### src/hw/cmf_pkg.sv
package cmf_pkg;

    localparam int ADR_W = 8;
    localparam int DAT_W = 32;

    // Register indices; the byte address on the bus is four times the index.
    localparam logic [5:0] IDX_MASK_B0_0 = 6'h14;
    localparam logic [5:0] IDX_MASK_B0_1 = 6'h15;
    localparam logic [5:0] IDX_MASK_B0_2 = 6'h16;
    localparam logic [5:0] IDX_MASK_B0_3 = 6'h17;
    localparam logic [5:0] IDX_MASK_B1_0 = 6'h1C;
    localparam logic [5:0] IDX_MASK_B1_1 = 6'h1D;
    localparam logic [5:0] IDX_MASK_B1_2 = 6'h1E;
    localparam logic [5:0] IDX_MASK_B1_3 = 6'h1F;
    localparam logic [5:0] IDX_CTRL      = 6'h20;
    localparam logic [5:0] IDX_STAT      = 6'h21;

    localparam logic [7:0] MASK_RST  = 8'h00;
    localparam logic       INIT_REQUEST_RST = 1'b0;

    localparam int CTRL_INIT_REQUEST_BIT = 0;
    localparam int CTRL_INIT_ACKNOWLEDGE_BIT = 1;
    localparam int STAT_ACCEPT_BIT = 0;
    localparam int STAT_DROP_BIT   = 1;
    localparam int STAT_HIT0_BIT   = 2;
    localparam int STAT_HIT1_BIT   = 3;
    localparam int STAT_W          = 4;

    typedef logic [3:0][7:0] cmf_bank_t;

    typedef struct packed {
        cmf_bank_t bank1;
        cmf_bank_t bank0;
    } cmf_pair_t;

    typedef struct packed {
        logic      valid;
        logic      extended;
        cmf_bank_t id;
    } cmf_rx_id_t;

    typedef struct packed {
        logic       accept;
        logic       drop;
        logic [1:0] bank_hit;
    } cmf_result_t;

    typedef enum logic [0:0] {
        CMF_IDLE = 1'b0,
        CMF_ACK  = 1'b1
    } cmf_bus_state_t;

    // One byte matches when every bit with a clear mask equals its code bit.
    function automatic logic cmf_byte_hit(input logic [7:0] id,
                                          input logic [7:0] code,
                                          input logic [7:0] mask);
        cmf_byte_hit = &(~(id ^ code) | mask);
    endfunction

    // Returns {valid, bank, byte[1:0]} for a mask register index.
    function automatic logic [3:0] cmf_mask_slot(input logic [5:0] idx);
        cmf_mask_slot = 4'h0;
        if (idx >= IDX_MASK_B0_0 && idx <= IDX_MASK_B0_3) begin
            cmf_mask_slot = {2'b10, idx[1:0]};
        end else if (idx >= IDX_MASK_B1_0 && idx <= IDX_MASK_B1_3) begin
            cmf_mask_slot = {2'b11, idx[1:0]};
        end
    endfunction

endpackage

### src/hw/cmf_mask_filter.sv
// The Wishbone register port is this design's own decision.
`timescale 1ns/10ps
module cmf_mask_filter
    import cmf_pkg::*;
(
    input  wire logic                   clk_i,
    input  wire logic                   rst_i,
    input  wire logic                   wb_cyc_i,
    input  wire logic                   wb_stb_i,
    input  wire logic                   wb_we_i,
    input  wire logic [cmf_pkg::ADR_W-1:0] wb_adr_i,
    input  wire logic [cmf_pkg::DAT_W-1:0] wb_dat_i,
    input  wire logic [3:0]             wb_sel_i,
    output logic      [cmf_pkg::DAT_W-1:0] wb_dat_o,
    output logic                        wb_ack_o,
    input  wire logic                   init_acknowledge_i,
    output logic                        init_request_o,
    input  wire cmf_pkg::cmf_pair_t     accept_code_bits_i,
    input  wire cmf_pkg::cmf_rx_id_t    rx_identifier_byte_i,
    output logic                        rx_accept_o,
    output logic                        rx_drop_o,
    output logic      [1:0]             rx_bank_hit_o
);
    import cmf_pkg::*;

    cmf_bus_state_t           state_reg;
    logic [DAT_W-1:0]         dat_reg;
    logic [DAT_W-1:0]         dat_next;
    logic [7:0]               mask_reg [8];
    logic                     init_request_reg;
    logic [5:0]               idx;
    logic [3:0]               slot;
    logic                     req;
    logic                     fire_wr;
    logic                     init_mode;
    cmf_pair_t                mask_pair;
    logic [1:0]               bank_hit;
    cmf_result_t              pulse;
    cmf_result_t              last;

    assign idx       = wb_adr_i[ADR_W-1:2];
    assign slot      = cmf_mask_slot(idx);
    assign req       = wb_cyc_i & wb_stb_i;
    assign init_mode = init_request_reg & init_acknowledge_i;
    // A write lands at the edge where the master sees ack high.
    assign fire_wr   = (state_reg == CMF_ACK) & req & wb_we_i & wb_sel_i[0];

    always_ff @(posedge clk_i) begin
        if (rst_i) begin
            state_reg <= CMF_IDLE;
        end else begin
            case (state_reg)
                CMF_IDLE: begin
                    if (req) begin
                        state_reg <= CMF_ACK;
                    end
                end
                CMF_ACK: begin
                    state_reg <= CMF_IDLE;
                end
                default: begin
                    state_reg <= CMF_IDLE;
                end
            endcase
        end
    end

    always_comb begin
        dat_next = '0;
        if (slot[3]) begin
            dat_next[7:0] = mask_reg[slot[2:0]];
        end else if (idx == IDX_CTRL) begin
            dat_next[CTRL_INIT_REQUEST_BIT] = init_request_reg;
            dat_next[CTRL_INIT_ACKNOWLEDGE_BIT] = init_acknowledge_i;
        end else if (idx == IDX_STAT) begin
            dat_next[STAT_ACCEPT_BIT] = last.accept;
            dat_next[STAT_DROP_BIT]   = last.drop;
            dat_next[STAT_HIT0_BIT]   = last.bank_hit[0];
            dat_next[STAT_HIT1_BIT]   = last.bank_hit[1];
        end
    end

    always_ff @(posedge clk_i) begin
        if (rst_i) begin
            dat_reg <= '0;
        end else if (state_reg == CMF_IDLE && req && !wb_we_i) begin
            dat_reg <= dat_next;
        end
    end

    // Mask writes outside initialization mode are acked but discarded.
    always_ff @(posedge clk_i) begin
        if (rst_i) begin
            for (int i = 0; i < 8; i++) begin
                mask_reg[i] <= MASK_RST;
            end
        end else if (fire_wr && slot[3] && init_mode) begin
            mask_reg[slot[2:0]] <= wb_dat_i[7:0];
        end
    end

    always_ff @(posedge clk_i) begin
        if (rst_i) begin
            init_request_reg <= INIT_REQUEST_RST;
        end else if (fire_wr && idx == IDX_CTRL) begin
            init_request_reg <= wb_dat_i[CTRL_INIT_REQUEST_BIT];
        end
    end

    always_comb begin
        for (int i = 0; i < 4; i++) begin
            mask_pair.bank0[i] = mask_reg[i];
            mask_pair.bank1[i] = mask_reg[i+4];
        end
    end

    // Two banks side by side; a hit in either accepts the message.
    cmf_bank_match u_bank0 (
        .id_i       (rx_identifier_byte_i.id),
        .code_i     (accept_code_bits_i.bank0),
        .mask_i     (mask_pair.bank0),
        .extended_i (rx_identifier_byte_i.extended),
        .hit_o      (bank_hit[0])
    );

    cmf_bank_match u_bank1 (
        .id_i       (rx_identifier_byte_i.id),
        .code_i     (accept_code_bits_i.bank1),
        .mask_i     (mask_pair.bank1),
        .extended_i (rx_identifier_byte_i.extended),
        .hit_o      (bank_hit[1])
    );

    cmf_decide u_decide (
        .clk_i   (clk_i),
        .rst_i   (rst_i),
        .valid_i (rx_identifier_byte_i.valid),
        .hit_i   (bank_hit),
        .pulse_o (pulse),
        .last_o  (last)
    );

    assign wb_ack_o       = (state_reg == CMF_ACK);
    assign wb_dat_o       = dat_reg;
    assign init_request_o = init_request_reg;
    assign rx_accept_o    = pulse.accept;
    assign rx_drop_o      = pulse.drop;
    assign rx_bank_hit_o  = pulse.bank_hit;

    // Independent reference for both banks using bitwise terms only.
    logic [31:0] chk_miss0;
    logic        chk_hit0;
    logic        chk_hit1;
    logic [31:0] chk_miss1;
    assign chk_miss0 = (rx_identifier_byte_i.id ^ accept_code_bits_i.bank0)
                       & ~mask_pair.bank0;
    assign chk_miss1 = (rx_identifier_byte_i.id ^ accept_code_bits_i.bank1)
                       & ~mask_pair.bank1;
    assign chk_hit0  = rx_identifier_byte_i.extended ? (chk_miss0 == '0)
                       : (chk_miss0[15:0] == '0);
    assign chk_hit1  = rx_identifier_byte_i.extended ? (chk_miss1 == '0)
                       : (chk_miss1[15:0] == '0);

    property p_relevant_mismatch;
        @(posedge clk_i) disable iff (rst_i)
        rx_identifier_byte_i.valid && (chk_miss0[7:0] != 8'h00)
            && (chk_miss1[7:0] != 8'h00) |=> rx_drop_o && !rx_accept_o;
    endproperty
    a_relevant_mismatch: assert property (p_relevant_mismatch)
        else $error("Relevant bit mismatch did not drop message.");

    property p_accept_all;
        @(posedge clk_i) disable iff (rst_i)
        rx_identifier_byte_i.valid |=>
            rx_accept_o == ($past(chk_hit0) || $past(chk_hit1));
    endproperty
    a_accept_all: assert property (p_accept_all)
        else $error("Accept decision differs from reference.");

    property p_ignore_set;
        @(posedge clk_i) disable iff (rst_i)
        rx_identifier_byte_i.valid && (mask_pair.bank0 == '1) |=> rx_accept_o;
    endproperty
    a_ignore_set: assert property (p_ignore_set)
        else $error("Fully masked bank did not accept.");

    property p_no_write_outside_init;
        @(posedge clk_i) disable iff (rst_i)
        fire_wr && slot[3] && !init_mode |=>
            mask_reg[$past(slot[2:0])] == $past(mask_reg[slot[2:0]]);
    endproperty
    a_no_write_outside_init: assert property (p_no_write_outside_init)
        else $error("Mask changed outside initialization mode.");

    property p_write_in_init;
        @(posedge clk_i) disable iff (rst_i)
        fire_wr && slot[3] && init_mode |=>
            mask_reg[$past(slot[2:0])] == $past(wb_dat_i[7:0]);
    endproperty
    a_write_in_init: assert property (p_write_in_init)
        else $error("Mask write in initialization mode lost.");

    property p_read_any_time;
        @(posedge clk_i) disable iff (rst_i)
        state_reg == CMF_IDLE && req && !wb_we_i && slot[3] |=>
            wb_ack_o && wb_dat_o[7:0] == $past(mask_reg[slot[2:0]])
            && wb_dat_o[31:8] == 24'h000000;
    endproperty
    a_read_any_time: assert property (p_read_any_time)
        else $error("Mask read returned wrong data.");

    property p_standard_two_pairs;
        @(posedge clk_i) disable iff (rst_i)
        rx_identifier_byte_i.valid && !rx_identifier_byte_i.extended
            && (chk_miss0[15:0] == 16'h0000 || chk_miss1[15:0] == 16'h0000)
            |=> rx_accept_o;
    endproperty
    a_standard_two_pairs: assert property (p_standard_two_pairs)
        else $error("Standard frame judged on upper byte pairs.");

    property p_one_outcome;
        @(posedge clk_i) disable iff (rst_i)
        rx_identifier_byte_i.valid |=> (rx_accept_o ^ rx_drop_o);
    endproperty
    a_one_outcome: assert property (p_one_outcome)
        else $error("Message neither or both accepted and dropped.");

    property p_idle_quiet;
        @(posedge clk_i) disable iff (rst_i)
        !rx_identifier_byte_i.valid |=> !rx_accept_o && !rx_drop_o;
    endproperty
    a_idle_quiet: assert property (p_idle_quiet)
        else $error("Outcome pulse without a message.");

    property p_reset_zero;
        @(posedge clk_i)
        rst_i |=> mask_reg[0] == MASK_RST && mask_reg[7] == MASK_RST;
    endproperty
    a_reset_zero: assert property (p_reset_zero)
        else $error("Mask not cleared by reset.");

    property p_ack_one_cycle;
        @(posedge clk_i) disable iff (rst_i)
        wb_ack_o |=> !wb_ack_o;
    endproperty
    a_ack_one_cycle: assert property (p_ack_one_cycle)
        else $error("Ack held longer than one cycle.");

    c_write_init: cover property (@(posedge clk_i) disable iff (rst_i)
        fire_wr && slot[3] && init_mode);
    c_write_refused: cover property (@(posedge clk_i) disable iff (rst_i)
        fire_wr && slot[3] && !init_mode);
    c_accept_ext: cover property (@(posedge clk_i) disable iff (rst_i)
        rx_identifier_byte_i.valid && rx_identifier_byte_i.extended
        ##1 rx_accept_o);
    c_drop: cover property (@(posedge clk_i) disable iff (rst_i)
        rx_drop_o);
    c_accept_std: cover property (@(posedge clk_i) disable iff (rst_i)
        rx_identifier_byte_i.valid && !rx_identifier_byte_i.extended
        ##1 rx_accept_o);

    property p_sel_gate;
        @(posedge clk_i) disable iff (rst_i)
        (state_reg == CMF_ACK) && req && wb_we_i && !wb_sel_i[0] && slot[3]
            |=> mask_reg[$past(slot[2:0])] == $past(mask_reg[slot[2:0]]);
    endproperty
    a_sel_gate: assert property (p_sel_gate)
        else $error("Mask write without low byte enable landed.");

    // Masks may only move on an accepted write in initialization mode.
    property p_mask_quiet;
        @(posedge clk_i) disable iff (rst_i)
        !(fire_wr && slot[3] && init_mode) |=> $stable(mask_pair);
    endproperty
    a_mask_quiet: assert property (p_mask_quiet)
        else $error("Mask changed without an accepted write.");

    property p_ctrl_write;
        @(posedge clk_i) disable iff (rst_i)
        fire_wr && idx == IDX_CTRL |=>
            init_request_o == $past(wb_dat_i[CTRL_INIT_REQUEST_BIT]);
    endproperty
    a_ctrl_write: assert property (p_ctrl_write)
        else $error("Init request write lost.");

    property p_hit_ref;
        @(posedge clk_i) disable iff (rst_i)
        rx_identifier_byte_i.valid |=>
            rx_bank_hit_o == $past({chk_hit1, chk_hit0});
    endproperty
    a_hit_ref: assert property (p_hit_ref)
        else $error("Bank hit differs from reference.");

    // Software polls the status copy, so it must equal the pulse it mirrors.
    property p_status_copy;
        @(posedge clk_i) disable iff (rst_i)
        rx_identifier_byte_i.valid |=> last == pulse;
    endproperty
    a_status_copy: assert property (p_status_copy)
        else $error("Status copy differs from outcome pulse.");

    property p_ack_latency;
        @(posedge clk_i) disable iff (rst_i)
        state_reg == CMF_IDLE && req |=> wb_ack_o;
    endproperty
    a_ack_latency: assert property (p_ack_latency)
        else $error("Bus request not answered in one cycle.");
endmodule

### src/hw/cmf_bank_match.sv
`timescale 1ns/10ps
module cmf_bank_match
    import cmf_pkg::*;
(
    input  wire cmf_pkg::cmf_bank_t id_i,
    input  wire cmf_pkg::cmf_bank_t code_i,
    input  wire cmf_pkg::cmf_bank_t mask_i,
    input  wire logic               extended_i,
    output logic                    hit_o
);
    logic [3:0] byte_hit;

    always_comb begin
        for (int i = 0; i < 4; i++) begin
            byte_hit[i] = cmf_byte_hit(id_i[i], code_i[i], mask_i[i]);
        end
    end

    // Standard frames use only the first two byte pairs.
    assign hit_o = extended_i ? &byte_hit : &byte_hit[1:0];
endmodule

### src/hw/cmf_decide.sv
`timescale 1ns/10ps
module cmf_decide
    import cmf_pkg::*;
(
    input  wire logic                clk_i,
    input  wire logic                rst_i,
    input  wire logic                valid_i,
    input  wire logic [1:0]          hit_i,
    output cmf_pkg::cmf_result_t     pulse_o,
    output cmf_pkg::cmf_result_t     last_o
);
    cmf_result_t pulse_reg;
    cmf_result_t last_reg;
    cmf_result_t res_next;

    always_comb begin
        res_next.accept   = valid_i & (|hit_i);
        res_next.drop     = valid_i & ~(|hit_i);
        res_next.bank_hit = valid_i ? hit_i : 2'b00;
    end

    always_ff @(posedge clk_i) begin
        if (rst_i) begin
            pulse_reg <= '0;
        end else begin
            pulse_reg <= res_next;
        end
    end

    // The status copy holds until the next message so software can poll it.
    always_ff @(posedge clk_i) begin
        if (rst_i) begin
            last_reg <= '0;
        end else if (valid_i) begin
            last_reg <= res_next;
        end
    end

    assign pulse_o = pulse_reg;
    assign last_o  = last_reg;
endmodule

### config.mk
export PLATFORM = sky130hd
export DESIGN_NAME = cmf_mask_filter
export DESIGN_NICKNAME = d
export VERILOG_FILES = /design/src/hw/cmf_pkg.sv /design/src/hw/cmf_mask_filter.sv /design/src/hw/cmf_bank_match.sv /design/src/hw/cmf_decide.sv
export SDC_FILE = /design/constraint.sdc
export NUM_CORES = 1
export LEC_CHECK = 0
export CAP_MARGIN = 20
export CELL_PAD_IN_SITES_DETAIL_PLACEMENT = 0
export CELL_PAD_IN_SITES_GLOBAL_PLACEMENT = 1
export CORE_AREA = 10 10 106 179
export DETAILED_ROUTE_END_ITERATION = 6
export DIE_AREA = 0 0 116 189
export DONT_BUFFER_PORTS = 1
export PLACE_DENSITY_LB_ADDON = 0.1
export SLEW_MARGIN = 20
export SYNTH_ARGS = -nofsm -noshare
export SYNTH_HDL_FRONTEND = slang
export SYNTH_SLANG_ARGS = --single-unit
### constraint.sdc
create_clock -name clk_i -period 1.8 [get_ports clk_i]
set_input_delay 0.09 -clock clk_i [delete_from_list [all_inputs] [get_ports clk_i]]
set_output_delay 0.09 -clock clk_i [all_outputs]
set_load 0.02 [all_outputs]
==> results_tabular.tex <==
\begin{tabular}{lr}
\hline
Metric & Value \\
\hline
\multicolumn{2}{l}{\textbf{Status}} \\
\quad Outcome & finished clean \\
\multicolumn{2}{l}{\textbf{STA}} \\
\quad Max-slew headroom & 63.0\% \\
\quad Final critical path time including I/O delays and setup & 1750 ps \\
\quad Layout Skew & 8.70 ps \\
\quad Final Setup Violations & 0 \\
\quad Hold Violations, Final & 0 \\
\quad Share of the clock period used by the worst path & 97.0\% \\
\quad Setup\_tns & 0 ps \\
\quad Final setup margin & 54.5 ps \\
\quad Least-Margin Pin Slew & 554 ps \\
\quad Max-slew violation count & 0 \\
\quad F\_max & 0.573 GHz \\
\quad RSZ-0062 raised after global routing & false \\
\multicolumn{2}{l}{\textbf{Synthesis}} \\
\quad Count of mapped cells out of synthesis & 422 \\
\quad Average cell area after synthesis & 11.1 um\^{}2 \\
\quad Sequential fraction of the synthesis area & 48.5\% \\
\quad Number of synthesized flops with an enable pin & 64 \\
\quad Cell type contributing the most total cell area after synthesis & sky130\_fd\_sc\_hd\_\_edfxtp\_1 \\
\quad Most used flip-flop cell after synthesis & sky130\_fd\_sc\_hd\_\_edfxtp\_1 \\
\quad Cell types with the largest area share after synthesis & sky130\_fd\_sc\_hd\_\_edfxtp\_1, sky130\_fd\_sc\_hd\_\_xnor2\_1, sky130\_fd\_sc\_hd\_\_and2\_1, sky130\_fd\_sc\_hd\_\_dfxtp\_1, sky130\_fd\_sc\_hd\_\_o22ai\_1 \\
\quad Number of synthesis warnings & 0 \\
\quad Fraction of synthesized cell area taken by the top area cell type & 40.9\% \\
\quad Cell area after synthesis & 4700 um\^{}2 \\
\quad Async SR Flop Fraction & 0\% \\
\quad Post-synthesis cell type count & 39 \\
\quad Most numerous cell types in the synthesized netlist & sky130\_fd\_sc\_hd\_\_and2\_1, sky130\_fd\_sc\_hd\_\_edfxtp\_1, sky130\_fd\_sc\_hd\_\_xnor2\_1, sky130\_fd\_sc\_hd\_\_o22ai\_1, sky130\_fd\_sc\_hd\_\_nor2\_1 \\
\quad Synthesis-stage register bit count & 82 \\
\multicolumn{2}{l}{\textbf{Critical path}} \\
\quad Type of origin of the critical path & flip-flop \\
\quad Critical Path Source & mask\_reg[1][1] \\
\quad Worst endpoint data arrival time & 1940 ps \\
\quad Minimum setup slack among reg-to-reg paths & 50 ps \\
\quad Type of destination of the critical path & flip-flop \\
\quad Class of the most critical setup path & reg -> reg \\
\quad Startpoint of the most critical register-to-register path & mask\_reg[1][1] \\
\quad Critical Path RT & 1990 ps \\
\quad Max FO, Critical Path & 2 \\
\multicolumn{2}{l}{\textbf{Clock network}} \\
\quad Clock sink total & 82 \\
\quad Number of buffers inserted during clock tree synthesis & 9 \\
\quad Max Buffers Root-to-Sink & 2 \\
\quad Clock-pin slew of the registers on the worst-case setup and hold paths & 60 ps \\
\quad CTS Root Buffer Type & sky130\_fd\_sc\_hd\_\_clkbuf\_16 \\
\quad Skew-Pair Late Insertion Delay & 340 ps \\
\quad CTS tree & done \\
\quad Number of H-tree levels & 3 \\
\multicolumn{2}{l}{\textbf{Placed design}} \\
\quad Input/output buffers & 0 \\
\quad Pre-CTS setup slack & -46.4 ps \\
\quad Final HPWL DP & 14100 um \\
\quad Final weighted congestion in routability-driven placement & 0.828 \\
\multicolumn{2}{l}{\textbf{Final layout}} \\
\quad Post-layout nets & 604 \\
\quad Signed area change from the synthesized netlist to the final layout & 14.1\% \\
\quad Number of flip-flops under the largest register name & 64 \\
\quad Number of diodes added for antenna fixing & 0 \\
\quad Post-Route Utilization & 33.8\% \\
\quad Fraction of layout instances using a drive strength above 1 & 13.7\% \\
\quad Number of fill cells in the layout & 1668 \\
\multicolumn{2}{l}{\textbf{Global route}} \\
\quad GR Util All Layers & 15.6\% \\
\quad First-pass GRT wire length & 24500 um \\
\quad Pin count of the biggest net entering global routing & 22 \\
\quad Remaining Overflow, GRT & 0 \\
\quad Initial antenna violation count & 0 \\
\quad Vias in the first global route & 3815 \\
\multicolumn{2}{l}{\textbf{Run}} \\
\quad Reported max-cap violation count & 0 \\
\multicolumn{2}{l}{\textbf{Worst hold path}} \\
\quad Worst min-delay path category & in -> reg \\
\quad Worst hold path startpoint & wb\_adr\_i[2] \\
\multicolumn{2}{l}{\textbf{Route}} \\
\quad Wire per inst & 26.7 um \\
\quad DR pass1 iterations & 4 \\
\quad Detailed-route vias per instance & 5.11 \\
\quad Detailed-route wire length & 17300 um \\
\quad Residual antenna-violating net count after detailed routing & 0 \\
\quad Total via count after detailed routing & 3324 \\
\quad Remaining routing DRC violations & 0 \\
\quad First-iteration detailed-routing DRC count & 188 \\
\multicolumn{2}{l}{\textbf{Floorplan}} \\
\quad Die footprint & 21900 um\^{}2 \\
\quad Starting Density & 29.6\% \\
\quad Width of the die & 116 um \\
\quad Top-level I/O count & 186 \\
\quad Area of the core & 15900 um\^{}2 \\
\quad Chip Height & 189 um \\
\quad Number of placement rows & 61 \\
\multicolumn{2}{l}{\textbf{Power and ir drop}} \\
\quad Pwr/cell area & 818 nW/um\^{}2 \\
\quad Static power due to leakage & 1.84 nW \\
\quad Peak VDD IR & 0.336 mV \\
\hline
\end{tabular}
==> path summary, 6_finish.rpt <==
path | to | cells past startpoint
max | wb_dat_o[1] | 5
min | wb_dat_o[5] | 3
max reg2reg | wb_dat_o[1] | 5
min reg2reg | u_decide.last_o[3] | 2
==> final cells by class <==
class                           instances  area (um^2)  share of cell area, %
Sequential cell                        82         2280                   42.5
Multi-Input combinational cell        326         2280                   42.5
Timing Repair Buffer                   33          283                   5.27
Tap cell                              189          236                   4.41
Clock buffer                            9          225                   4.20
Clock inverter                          7         43.8                  0.816
Inverter                                4         15.0                  0.280
==> worst max-delay path, stage by stage (launching register included) <==
cell	delay, ps
sky130_fd_sc_hd__edfxtp_1	450
sky130_fd_sc_hd__mux4_2	540
sky130_fd_sc_hd__a22oi_2	150
sky130_fd_sc_hd__o21ai_1	110
sky130_fd_sc_hd__a221oi_2	280
sky130_fd_sc_hd__nor3_1	70
==> cell families (layout without fill, tap and decap cells) <==
| logic type | after synthesis | count (layout) | share of synthesized area (%) |
|---|---|---|---|
| other | 1 | 24 | 0.0797 |
| and+or+nand+nor | 151 | 151 | 17.5 |
| xor gates and xnor gates | 64 | 64 | 11.9 |
| DFF | 82 | 82 | 48.5 |
| AOI/OAI and AO/OA | 67 | 67 | 10.2 |
| muxes | 20 | 20 | 6.52 |
| buffers and inverters | 37 | 53 | 5.24 |
==> layout by cell type (no fill, tap or decap), drive strengths merged, types with 9 or more instances in the layout <==
cell / synthesis / layout
clkbuf: 4 / 9
conb: 1 / 24
o22ai: 34 / 34
edfxtp: 64 / 64
xnor2: 64 / 64
nand2: 16 / 16
dlygate4sd3: 0 / 14
and2: 64 / 64
dfxtp: 18 / 18
nor2: 28 / 28
buf: 29 / 19
==> layer usage <==
metal	vias up	GRT usage, %	part of all wire (%)
met5	-	0	0
met4	0	5.51	2.0
met2	131	30.5	58
met1	1617	15.1	34
li1	1559	-	-
met3	17	3.48	5.7
==> through the flow <==
step | hold WS, ps | power (mW) | instance area, um^2 | instances
5_1_grt | 30.5 | 4.55 | 5370 | 650
4_1_cts | 7.04 | 4.43 | 5350 | 649
2_1_floorplan | 199 | 2.59 | 4790 | 445
6_report | 24.6 | 4.39 | 5370 | 650
3_5_place_dp | 171 | 2.68 | 4930 | 619
3_3_place_gp | 168 | 2.68 | 4930 | 619
==> report_power, final <==
part | total (mW) | internal, mW | switching (mW)
logic | 0.544 | 0.240 | 0.304
clock network | 1.69 | 0.927 | 0.760
registers | 2.16 | 2.10 | 0.0614
==> timing repair <==
| item | CTS | global route |
|---|---|---|
| endpoints found under the hold margin | 80 | 0 |
| pin swaps | 1 | 1 |
| hold buffers | 14 | 0 |
| gates resized for setup | 1 | 4 |
| setup endpoints to repair | 1 | 59 |
| setup buffers | 0 | 1 |
Note: power is estimated with default switching activity, not from simulation.
